$ cat config.mk
export PLATFORM = sky130hd
export DESIGN_NAME = rwc_config_fuses
export DESIGN_NICKNAME = d
export VERILOG_FILES = /design/src/rtl/rwc_pkg.sv /design/src/rtl/rwc_config_fuses.sv /design/src/rtl/rwc_long_write_timer.sv
export SDC_FILE = /design/constraint.sdc
export NUM_CORES = 1
export LEC_CHECK = 0
export ABC_AREA = 1
export ABC_CLOCK_PERIOD_IN_PS = 3630
export BUFFER_PORTS_ARGS = -buffer_cell sky130_fd_sc_hd__buf_2
export CAP_MARGIN = 20
export CORE_ASPECT_RATIO = 0.6
export CORE_MARGIN = 1.5
export CORE_UTILIZATION = 40
export CTS_BUF_LIST = sky130_fd_sc_hd__clkbuf_4
export DETAILED_ROUTE_END_ITERATION = 16
export MAX_ROUTING_LAYER = met4
export SYNTH_ARGS = -nofsm -noshare
export SYNTH_HDL_FRONTEND = slang
export SYNTH_SLANG_ARGS = --single-unit
$ cat constraint.sdc
create_clock -name sys_clk_i -period 3.63 [get_ports sys_clk_i]
set_input_delay 0.5445 -clock sys_clk_i [delete_from_list [all_inputs] [get_ports sys_clk_i]]
set_output_delay 0.5445 -clock sys_clk_i [all_outputs]
set_load 0.02 [all_outputs]
$ cat src/rtl/rwc_pkg.sv
// Shared constants and types for the reset, watchdog and mode configuration bytes
package rwc_pkg;

	// Table access address width (configuration space tops out at 3FFFFFh)
	localparam int unsigned ADDR_W = 22;

	// Start of the configuration space
	localparam logic [ADDR_W-1:0] CFG_SPACE_BASE = 22'h300000;

	// Byte addresses of the three configuration bytes
	localparam logic [ADDR_W-1:0] BROWNOUT_POWERUP_CONFIG_ADDR = 22'h300002;
	localparam logic [ADDR_W-1:0] WATCHDOG_CONFIG_ADDR         = 22'h300003;
	localparam logic [ADDR_W-1:0] PROCESSOR_MODE_CONFIG_ADDR   = 22'h300004;

	// Implemented bits of each byte; unimplemented bits read as zero
	localparam logic [7:0] BROWNOUT_IMPL_MASK = 8'h0F;
	localparam logic [7:0] WATCHDOG_IMPL_MASK = 8'h0F;
	localparam logic [7:0] MODE_IMPL_MASK     = 8'h83;

	// Unprogrammed value: every implemented bit reads one
	localparam logic [7:0] BROWNOUT_RESET = 8'h0F;
	localparam logic [7:0] WATCHDOG_RESET = 8'h0F;
	localparam logic [7:0] MODE_RESET     = 8'h83;

	// Field positions in the brown-out / power-up byte
	localparam int unsigned BOR_LEVEL_LSB = 2;
	localparam int unsigned BOR_EN_BIT    = 1;
	localparam int unsigned POWERUP_DELAY_TIMER_N_BIT    = 0;

	// Field positions in the watchdog byte
	localparam int unsigned WDT_PS_LSB  = 1;
	localparam int unsigned WDT_EN_BIT  = 0;

	// Field positions in the mode byte
	localparam int unsigned MODE_WAIT_BIT = 7;
	localparam int unsigned MODE_PM_LSB   = 0;

	// Wait field position in the memory interface control register
	localparam int unsigned MEMIF_WAIT_LSB = 4;

	// Brown-out trip level codes
	localparam logic [1:0] BOR_LEVEL_2V5 = 2'h3;

	// Processor mode codes
	localparam logic [1:0] PM_ON_CHIP_ONLY   = 2'h3;
	localparam logic [1:0] PM_EXTERNAL       = 2'h2;
	localparam logic [1:0] PM_EXT_BOOT_BLOCK = 2'h1;
	localparam logic [1:0] PM_EXTENDED       = 2'h0;

	// Self-timed long write duration and its cycle count at 25 MHz
	localparam int unsigned LONG_WRITE_TIME_NS = 2000;
	localparam int unsigned CLK_PERIOD_NS      = 40;
	localparam int unsigned LONG_WRITE_CYCLES  =
		(LONG_WRITE_TIME_NS + CLK_PERIOD_NS - 1) / CLK_PERIOD_NS;

	// Which configuration byte an address selects
	typedef enum logic [1:0] {
		RWC_SEL_NONE,
		RWC_SEL_BROWNOUT,
		RWC_SEL_WATCHDOG,
		RWC_SEL_MODE
	} rwc_sel_e;

	// One table access: address and write data
	typedef struct packed {
		logic [ADDR_W-1:0] addr;
		logic [7:0]        data;
	} rwc_tbl_req_s;

endpackage

$ cat src/rtl/rwc_config_fuses.sv
`timescale 1ns/1ps
`default_nettype none

//Contract
// [RULE1] Brown-out and watchdog bytes bits 7-4 read zero
// [RULE2] Brown-out bits 3:2 pick trip level
// [RULE3] Brown-out bit 1 enables brown-out reset
// [RULE4] Brown-out bit 0 low enables power-up delay
// [RULE5] Watchdog bits 3:1 pick postscale 1:2^n
// [RULE6] Watchdog bit 0 forces on, else software
// [RULE7] Wait bit set: no table wait states
// [RULE8] Wait bit clear: wait from control bits 5:4
// [RULE9] Mode bits 1:0 pick processor memory mode
// [RULE10] Mode byte bits 6-2 read zero
// [RULE11] Implemented mode bits programmable, unprogrammed read one
// [RULE12] Busless parts: programmer leaves mode bits set
// [RULE13] Programmed bit reads zero, unprogrammed reads one
// [RULE14] Config space at 300000h, table access only
// [RULE15] Write start runs self-timed one-byte write
module rwc_config_fuses #(
	parameter bit          EXT_BUS_PRESENT = 1'b1,
	parameter int unsigned WRITE_CYCLES    = rwc_pkg::LONG_WRITE_CYCLES
) (
	// Clock and reset
	input  wire logic                 sys_clk_i,
	input  wire logic                 resetn_i,
	// Table access port
	input  wire logic                 tbl_rd_i,
	input  wire logic                 table_write_op_i,
	input  wire rwc_pkg::rwc_tbl_req_s tbl_req_i,
	input  wire logic                 write_start_i,
	output logic [7:0]                tbl_rd_data_o,
	output logic                      tbl_rd_valid_o,
	output logic                      write_busy_o,
	output logic                      write_done_o,
	// Companion control inputs
	input  wire logic                 watchdog_soft_en_i,
	input  wire logic [7:0]           memory_interface_ctrl_i,
	// Brown-out and power-up options
	output logic [1:0]                brownout_level_sel_o,
	output logic                      brownout_rst_en_o,
	output logic                      powerup_delay_en_n_o,
	// Watchdog options
	output logic [2:0]                watchdog_postscale_sel_o,
	output logic [7:0]                watchdog_postscale_ratio_o,
	output logic                      watchdog_fuse_en_o,
	output logic                      watchdog_run_o,
	// External bus and processor mode
	output logic [1:0]                table_wait_count_o,
	output logic [1:0]                processor_mode_sel_o
);
	import rwc_pkg::*;

	// Maps a table address onto one of the three bytes
	function automatic rwc_sel_e cfg_select(input logic [ADDR_W-1:0] addr);
		rwc_sel_e sel;
		sel = RWC_SEL_NONE;
		if (addr == BROWNOUT_POWERUP_CONFIG_ADDR) begin
			sel = RWC_SEL_BROWNOUT;
		end else if (addr == WATCHDOG_CONFIG_ADDR) begin
			sel = RWC_SEL_WATCHDOG;
		end else if (addr == PROCESSOR_MODE_CONFIG_ADDR) begin
			sel = RWC_SEL_MODE;
		end
		return sel;
	endfunction

	// Reset synchroniser
	logic rst_meta_reg;   // First stage, read only by the second
	logic rst_n_sync;     // Released reset used everywhere else

	always_ff @(posedge sys_clk_i or negedge resetn_i) begin
		if (!resetn_i) begin
			rst_meta_reg <= 1'b0;
			rst_n_sync   <= 1'b0;
		end else begin
			rst_meta_reg <= 1'b1;
			rst_n_sync   <= rst_meta_reg;
		end
	end

	// Configuration cells
	logic [7:0] bor_cfg_reg;   // Brown-out / power-up byte
	logic [7:0] wdt_cfg_reg;   // Watchdog byte
	logic [7:0] mode_cfg_reg;  // Processor mode byte

	// Pending table write
	rwc_tbl_req_s hold_reg;        // Latched address and data
	logic         hold_valid_reg;  // A table write is waiting
	rwc_sel_e     hold_sel;        // Byte the pending write hits

	// Read path
	rwc_sel_e   rd_sel;         // Byte the read addresses
	logic [7:0] rd_value;       // Selected byte
	logic [7:0] rd_data_reg;    // Registered read data
	logic       rd_valid_reg;   // Read answer strobe

	// Write sequencing
	logic timer_busy;     // Long write in progress
	logic timer_done;     // Long write just finished
	logic start_ok;       // Write start accepted
	logic mode_writable;  // Mode byte exists on this variant

	// Only exact table addresses reach the cells; nothing else can [RULE14]
	assign rd_sel   = cfg_select(tbl_req_i.addr);
	assign hold_sel = cfg_select(hold_reg.addr);

	// Without an external bus the mode byte is absent and stays set [RULE12]
	assign mode_writable = EXT_BUS_PRESENT;

	// Read mux; storage already holds zeros in unimplemented bits [RULE1] [RULE10]
	assign rd_value = (rd_sel == RWC_SEL_BROWNOUT) ? (bor_cfg_reg & BROWNOUT_IMPL_MASK) :
	                  (rd_sel == RWC_SEL_WATCHDOG) ? (wdt_cfg_reg & WATCHDOG_IMPL_MASK) :
	                  (rd_sel == RWC_SEL_MODE)     ? (mode_cfg_reg & MODE_IMPL_MASK) :
	                  8'h00;

	// A start needs a decoded pending write and an idle timer [RULE15]
	assign start_ok = write_start_i && hold_valid_reg && !timer_busy &&
	                  (hold_sel != RWC_SEL_NONE);

	// Registered read answer, one cycle after the strobe
	always_ff @(posedge sys_clk_i or negedge rst_n_sync) begin
		if (!rst_n_sync) begin
			rd_data_reg  <= 8'h00;
			rd_valid_reg <= 1'b0;
		end else begin
			rd_valid_reg <= tbl_rd_i;
			if (tbl_rd_i) begin
				rd_data_reg <= rd_value;
			end
		end
	end

	// Table write latch; frozen while a long write uses it
	always_ff @(posedge sys_clk_i or negedge rst_n_sync) begin
		if (!rst_n_sync) begin
			hold_reg       <= '0;
			hold_valid_reg <= 1'b0;
		end else if (table_write_op_i && !timer_busy) begin
			hold_reg       <= tbl_req_i;
			hold_valid_reg <= 1'b1;
		end else if (timer_done) begin
			// One latched write programs one byte only
			hold_valid_reg <= 1'b0;
		end
	end

	// Self-timed write window
	rwc_long_write_timer #(
		.CYCLES (WRITE_CYCLES)
	) u_write_timer (
		.sys_clk_i (sys_clk_i),
		.rst_n_i   (rst_n_sync),
		.start_i   (start_ok),
		.busy_o    (timer_busy),
		.done_o    (timer_done)
	);

	// Cells start unprogrammed (implemented bits all ones); non-volatile retention is the
	// array's job, this model reloads the erased value on reset [RULE11] [RULE13]
	always_ff @(posedge sys_clk_i or negedge rst_n_sync) begin
		if (!rst_n_sync) begin
			bor_cfg_reg  <= BROWNOUT_RESET;
			wdt_cfg_reg  <= WATCHDOG_RESET;
			mode_cfg_reg <= MODE_RESET;
		end else if (timer_done) begin
			// Commit at end of window; a one or a zero may be written [RULE15]
			case (hold_sel)
				RWC_SEL_BROWNOUT: begin
					bor_cfg_reg <= hold_reg.data & BROWNOUT_IMPL_MASK; // [RULE1]
				end
				RWC_SEL_WATCHDOG: begin
					wdt_cfg_reg <= hold_reg.data & WATCHDOG_IMPL_MASK; // [RULE1]
				end
				RWC_SEL_MODE: begin
					if (mode_writable) begin
						mode_cfg_reg <= hold_reg.data & MODE_IMPL_MASK; // [RULE10] [RULE11]
					end
				end
				default: begin
					// Unmapped: nothing programmed
				end
			endcase
		end
	end

	// Bus answers
	assign tbl_rd_data_o  = rd_data_reg;
	assign tbl_rd_valid_o = rd_valid_reg;
	assign write_busy_o   = timer_busy;
	assign write_done_o   = timer_done;

	// Brown-out options straight from the cell
	assign brownout_level_sel_o = bor_cfg_reg[BOR_LEVEL_LSB +: 2]; // [RULE2]
	assign brownout_rst_en_o    = bor_cfg_reg[BOR_EN_BIT];         // [RULE3]
	assign powerup_delay_en_n_o = bor_cfg_reg[POWERUP_DELAY_TIMER_N_BIT];         // [RULE4]

	// Postscale as a one-hot ratio, 1:1 at code 0 up to 1:128 [RULE5]
	assign watchdog_postscale_sel_o   = wdt_cfg_reg[WDT_PS_LSB +: 3];
	assign watchdog_postscale_ratio_o = 8'h01 << watchdog_postscale_sel_o;

	// Fuse set forces the watchdog; otherwise software owns it [RULE6]
	assign watchdog_fuse_en_o = wdt_cfg_reg[WDT_EN_BIT];
	assign watchdog_run_o     = watchdog_fuse_en_o | watchdog_soft_en_i;

	// Wait states for table accesses on the external bus [RULE7] [RULE8]
	assign table_wait_count_o = mode_cfg_reg[MODE_WAIT_BIT] ? 2'h0 :
	                            memory_interface_ctrl_i[MEMIF_WAIT_LSB +: 2];

	// Processor memory mode [RULE9]
	assign processor_mode_sel_o = mode_cfg_reg[MODE_PM_LSB +: 2];

	// Checks
	localparam int WR_BOUND = 1000;  // Upper wait for a long write to finish
endmodule // rwc_config_fuses

`default_nettype wire

$ cat src/rtl/rwc_long_write_timer.sv
`timescale 1ns/1ps
`default_nettype none

// Self-timed write window: busy for CYCLES clocks and the one done pulse after them
module rwc_long_write_timer #(
	parameter int unsigned CYCLES = rwc_pkg::LONG_WRITE_CYCLES
) (
	// Clock and synchronised reset
	input  wire logic sys_clk_i,
	input  wire logic rst_n_i,
	// Control
	input  wire logic start_i,
	output logic      busy_o,
	output logic      done_o
);
	import rwc_pkg::*;

	localparam int unsigned CNT_W = $clog2(CYCLES + 1);
	localparam logic [CNT_W-1:0] CNT_LOAD = CNT_W'(CYCLES);
	localparam logic [CNT_W-1:0] CNT_ONE  = CNT_W'(1);

	logic [CNT_W-1:0] cnt_reg;   // Cycles left in the write
	logic [CNT_W-1:0] cnt_next;  // Next count
	logic             done_reg;  // Completion pulse
	logic             done_next; // Next completion

	// A start while the count runs is dropped; the caller already gates it
	assign cnt_next  = (start_i && (cnt_reg == '0)) ? CNT_LOAD :
	                   (cnt_reg != '0) ? cnt_reg - CNT_ONE : cnt_reg;
	assign done_next = (cnt_reg == CNT_ONE);

	// Down counter
	always_ff @(posedge sys_clk_i or negedge rst_n_i) begin
		if (!rst_n_i) begin
			cnt_reg  <= '0;
			done_reg <= 1'b0;
		end else begin
			cnt_reg  <= cnt_next;
			done_reg <= done_next;
		end
	end

	assign busy_o = (cnt_reg != '0) || done_reg;
	assign done_o = done_reg;

endmodule // rwc_long_write_timer

`default_nettype wire

-- Word level (Yosys, flattened, before mapping)
Index checks and enable logic that the tools add are counted.
- add/sub/neg operators: 1
- equal/unequal tests: 13
- muxes and demuxes: 14
- reduce and logical (&&, ||, !) cells: 15
- shift operators: 1
- bitwise operators: 1
- operators by type and width (operator ; number):
    == test 22 bit (second input constant) ; 6
    two-way mux 8 bit ; 3
    two-way mux 2 bit ; 7
    two-way mux 6 bit ; 2
    == test 2 bit (second input constant) ; 4
    left shift 1 x 3 -> 8 bit (first input constant) ; 1
    == test 6 x 1 -> 1 bit (second input constant) ; 1
    logical NOT 6 bit ; 1
    AND reduction 2 bit ; 3
    nonzero test 2 bit ; 3
    nonzero test 6 bit ; 1
    subtractor 6 x 1 -> 6 bit (second input constant) ; 1
    logical AND 1 bit ; 5
    == test 2 x 1 -> 1 bit (second input constant) ; 2
    two-way mux 1 bit ; 2
    logical NOT 1 bit ; 1
    logical OR 1 bit ; 1
    OR 1 bit ; 1
- input bits: 44
- logic and storage cells: 57
- bits in registers: 60
- output and inout bits: 32

-- Longest topological paths before layout
- word-level depth: 8
- mapped depth: 11
- mapped depth without buffers: 11

-- Modules after synthesis
Synthesis repeated with hierarchy kept, for this count alone.
- cell total of the unflattened synthesis: 282
- area total of the unflattened synthesis: 2625.0 um^2
- modules (own cells, without submodules) (module ; times used ; cells each ; area an instance (um^2) ; seq. area each (um^2)):
    rwc_config_fuses ; 1 ; 241 ; 2232.1 ; 1189.9
    rwc_long_write_timer ; 1 ; 41 ; 392.9 ; 175.2

-- Least setup slack after synthesis
OpenSTA, ideal clock, no wires.
- kind: reg2out
- from: register wdt_cfg_reg[3]
- to: output port watchdog_postscale_ratio_o[7]
- path buffers: 0
- arrival time: 1242 ps
- stages on the path, launching flop included: 3
- slack: 1843 ps
- required time: 3086 ps
- cell sequence: dfstp_2 > inv_1 > nor3_1
- word-level cells in the longest chain between the ends: 1
- ends and longest elaborated chain (what ; line ; RTL):
    from (decl) ; rwc_config_fuses.sv:84 ; logic [7:0] wdt_cfg_reg;
    from (signal assigned) ; rwc_config_fuses.sv:173 ; wdt_cfg_reg <= hold_reg.data & WATCHDOG_IMPL_MASK;
    left shift 1 x 3 -> 8 bit ; rwc_config_fuses.sv:200 ; assign watchdog_postscale_ratio_o = 8'h01 << watchdog_postscale_sel_o;
    to (decl) ; rwc_config_fuses.sv:45 ; output logic [7:0] watchdog_postscale_ratio_o,
No other way between the ends.

-- Final worst setup path
- from: register u_write_timer.cnt_reg[0]
- to: output port write_busy_o
- word-level cells in the longest chain between the ends: 2
- ends and longest elaborated chain (what ; line ; RTL):
    from (decl) ; rwc_long_write_timer.sv:22 ; logic [CNT_W-1:0] cnt_reg;
    from (signal assigned) ; rwc_long_write_timer.sv:38 ; cnt_reg <= cnt_next;
    nonzero test 6 bit ; rwc_long_write_timer.sv:43 ; assign busy_o = (cnt_reg != '0) || done_reg;
    logical OR 1 bit ; rwc_long_write_timer.sv:43 ;
    to (decl) ; rwc_config_fuses.sv:34 ; output logic write_busy_o,
No other way between the ends.

==> results.txt <==
----------------------------------------------------
[Critical path]
  Worst EP arrival ... 1.65 ns
  Cell-by-cell listing of the critical path ... inv_1, ha_1, nand3_4, clkinv_2, nand2_1, buf_2
  Data required time at the worst endpoint ... 3.09 ns
  Type of destination of the critical path ... primary output
  Largest fanout of any net on the critical path ... 6
  Timing startpoint of the critical path ... u_write_timer.cnt_reg[0]
  Reg-to-reg startpoint ... u_write_timer.cnt_reg[0]
  Critical path startpoint category ... flip-flop
  CP Class ... flip-flop to primary output
  Slowest cell on crit path ... sky130_fd_sc_hd__dfrtp_1
  Slowest Stage Delay on Critical Path ... 0.45 ns

[CTS]
  CTS tree ... done
  Reg clk slew, reported paths ... 0.15 ns
  Maximum clock path buffer count ... 2
  Clock latency of the later-clocked register in the worst-skew pair ... 0.37 ns
  Clock root cell ... sky130_fd_sc_hd__clkbuf_4
  Number of buffers added by the clock tree synthesis step ... 5
  CTS Sinks ... 54
  Hold-fix buffer count after cts ... 1
  Number of H-tree levels ... 2
  Buffer count from post-CTS setup fixing ... 0
  Resize count post-CTS ... 0

[Timing]
  Top achievable clock speed ... 0.456 GHz
  Number of endpoints with negative hold slack in the final report ... 0
  Largest clock skew in the final design ... 0.00653 ns
  Clock period minus final worst setup slack ... 2.19 ns
  Final period util ... 60.4%
  Least setup slack across all paths after layout ... 1.44 ns
  Count of final max-slew check failures ... 0
  Hold slack final ... 0.275 ns
  Max-slew headroom at the worst pin ... 59.7%
  Setup TNS after final layout ... 0 ns
  Actual transition at the worst max-transition pin ... 0.605 ns
  Count of endpoints failing setup in the final report ... 0
  RSZ-0062 raised after global routing ... no

[Synth]
  Cell area after synthesis ... 2680 um2
  Share of the synthesized area in the top cell type ... 40.1%
  Synth area leaders ... sky130_fd_sc_hd__dfrtp_1, sky130_fd_sc_hd__dfstp_2, sky130_fd_sc_hd__nand2_1
  Top_reg_cell synth ... sky130_fd_sc_hd__dfrtp_1
  Syn_area_per_cell ... 8.32 um2
  Number of enable-type register cells in the synthesized netlist ... 0
  Most numerous cell in the Yosys netlist ... sky130_fd_sc_hd__nand2_1
  Post-synth top area cell ... sky130_fd_sc_hd__dfrtp_1
  Number of distinct standard cells referenced by the synthesized netlist ... 28
  Flip-flop and latch count after synthesis ... 54
  Leading cell types by count after synthesis ... sky130_fd_sc_hd__nand2_1, sky130_fd_sc_hd__inv_1, sky130_fd_sc_hd__dfrtp_1, sky130_fd_sc_hd__nor2_1, sky130_fd_sc_hd__o21ai_0
  Register area share after synthesis ... 50.9%
  Ys async rst share ... 100%
  Gate Count Post-Synth ... 322
  Count of yosys warnings during synthesis ... 0

[Global routing]
  Global-route wire length before repair ... 9040 um
  GRT Resource Usage Total ... 17.0%
  Total gr overflow ... 0
  Antenna violations before repair ... 0
  Vias in the first global route ... 1930
  Pin count of the biggest net entering global routing ... 52

[Die]
  Initial core utilization ... 42.7%
  Total die area ... 7220 um2
  Core area ... 6280 um2
  Number of placement rows ... 22
  Die H ... 66.4 um
  Die Width ... 109 um
  Io pins ... 76

[Drt]
  Detailed-route via count ... 2135
  Top layer in use ... met4
  Routed met2 length ... 2160 um
  Metal1 wirelength ... 2910 um
  Post-detailed-routing wire length ... 5430 um
  Number of design-rule violations left by the first detailed-router iteration ... 45
  Metal3 WL ... 318 um
  Pre-antenna DRT Iters ... 4
  Number of nets with antenna violations after routing ... 0
  Via density ... 4.53
  Wire per inst ... 11.5 um
  DRC errors left ... 0

[Worst hold path]
  Worst hold path class ... flip-flop to async pin

[Placed design]
  Placer Congestion ... 0.788
  Post-Place Worst Slack ... 1.60 ns
  # port buffers ... 63
  HPWL after DPL ... 4140 um

[Job]
  Maximum Capacitance Violations ... 0

[Layout]
  End-of-flow core utilization ... 49.6%
  Area grow syn2layout ... 16.2%
  Final net count ... 433
  Largest register FFs ... 27
  Proportion of layout cells with a drive suffix above 1 ... 27.1%
  Antenna fix cells ... 0

[Pwr]
  Total design power ... 0.927 mW
  Power density over the cells ... 298 nW/um2
  Leakage power ... 1.63 nW
  Worst vdd ir ... 0.159 mV

[Run status]
  Status ... complete, no violations

----------------------------------------------------
## power breakdown
part	total, mW	switching [mW]	internal (mW)
Sequential	0.610	0.00580	0.604
Clock	0.270	0.194	0.0759
Combinational	0.0469	0.0278	0.0191
## cells in the final DEF, fill, tap and decap left out, types with 10 or more instances in the layout
cell,n
sky130_fd_sc_hd__nand2_1,67
sky130_fd_sc_hd__buf_2,63
sky130_fd_sc_hd__inv_1,49
sky130_fd_sc_hd__nor2_1,43
sky130_fd_sc_hd__dfrtp_1,42
sky130_fd_sc_hd__o21ai_0,28
sky130_fd_sc_hd__nand3_1,18
sky130_fd_sc_hd__dfstp_2,11
sky130_fd_sc_hd__nand4_1,10
## worst paths after layout
kind / end / slack [ns] / cells after the start
setup / recovery: write_busy_o / 1.44 / 6
setup reg to reg: hold_reg[27] / 1.61 / 6
hold / removal: hold_reg[22] / 0.27 / 0
hold reg to reg: hold_reg[22] / 0.27 / 0
max in group asynchronous: mode_cfg_reg[1] / 2.55 / 1
min in group sys_clk_i: tbl_rd_valid_o / 0.33 / 1
## worst max-delay path, delay by kind of cell, from the launching register on
kind                       cells  cell delay, ns
and+or+nand+nor                2            0.21
adders and majority gates      1            0.24
buffers and inverters          3            0.38
DFF                            1            0.45
## metal layers
layer	global-route usage [%]	up-vias
li1	-	1139
met1	23.7	940
met2	25.3	51
met3	3.74	5
met4	3.95	0
met5	-	-
## cell type report
cell class / count / area [um2]
Tap cell: 84 / 105
Multi-Input combinational cell: 210 / 1060
Timing Repair Buffer: 65 / 333
Sequential cell: 54 / 1370
Clock inverter: 3 / 21.3
Fill cell: 609 / 3160
Inverter: 50 / 189
Clock buffer: 5 / 37.5
## cells by family (layout without fill, tap and decap cells)
family / after synthesis / in the layout / synth area share (%)
AOI/OAI and AO/OA: 40 / 40 / 8.73
xor gates and xnor gates: 3 / 3 / 0.981
adders and majority gates: 3 / 3 / 1.40
buffers and inverters: 60 / 123 / 9.76
DFF: 54 / 54 / 50.9
muxes: 4 / 4 / 1.96
other: 2 / 4 / 0.280
and+or+nand+nor: 156 / 156 / 26.0
## per-stage QoR
step | cells | cell area [um2]
detailed placement | 462 | 3040
floorplan | 324 | 2690
CTS | 471 | 3110
global placement | 462 | 3040
global route | 471 | 3110
finish | 471 | 3110
Note: power is estimated with default switching activity, not from simulation.
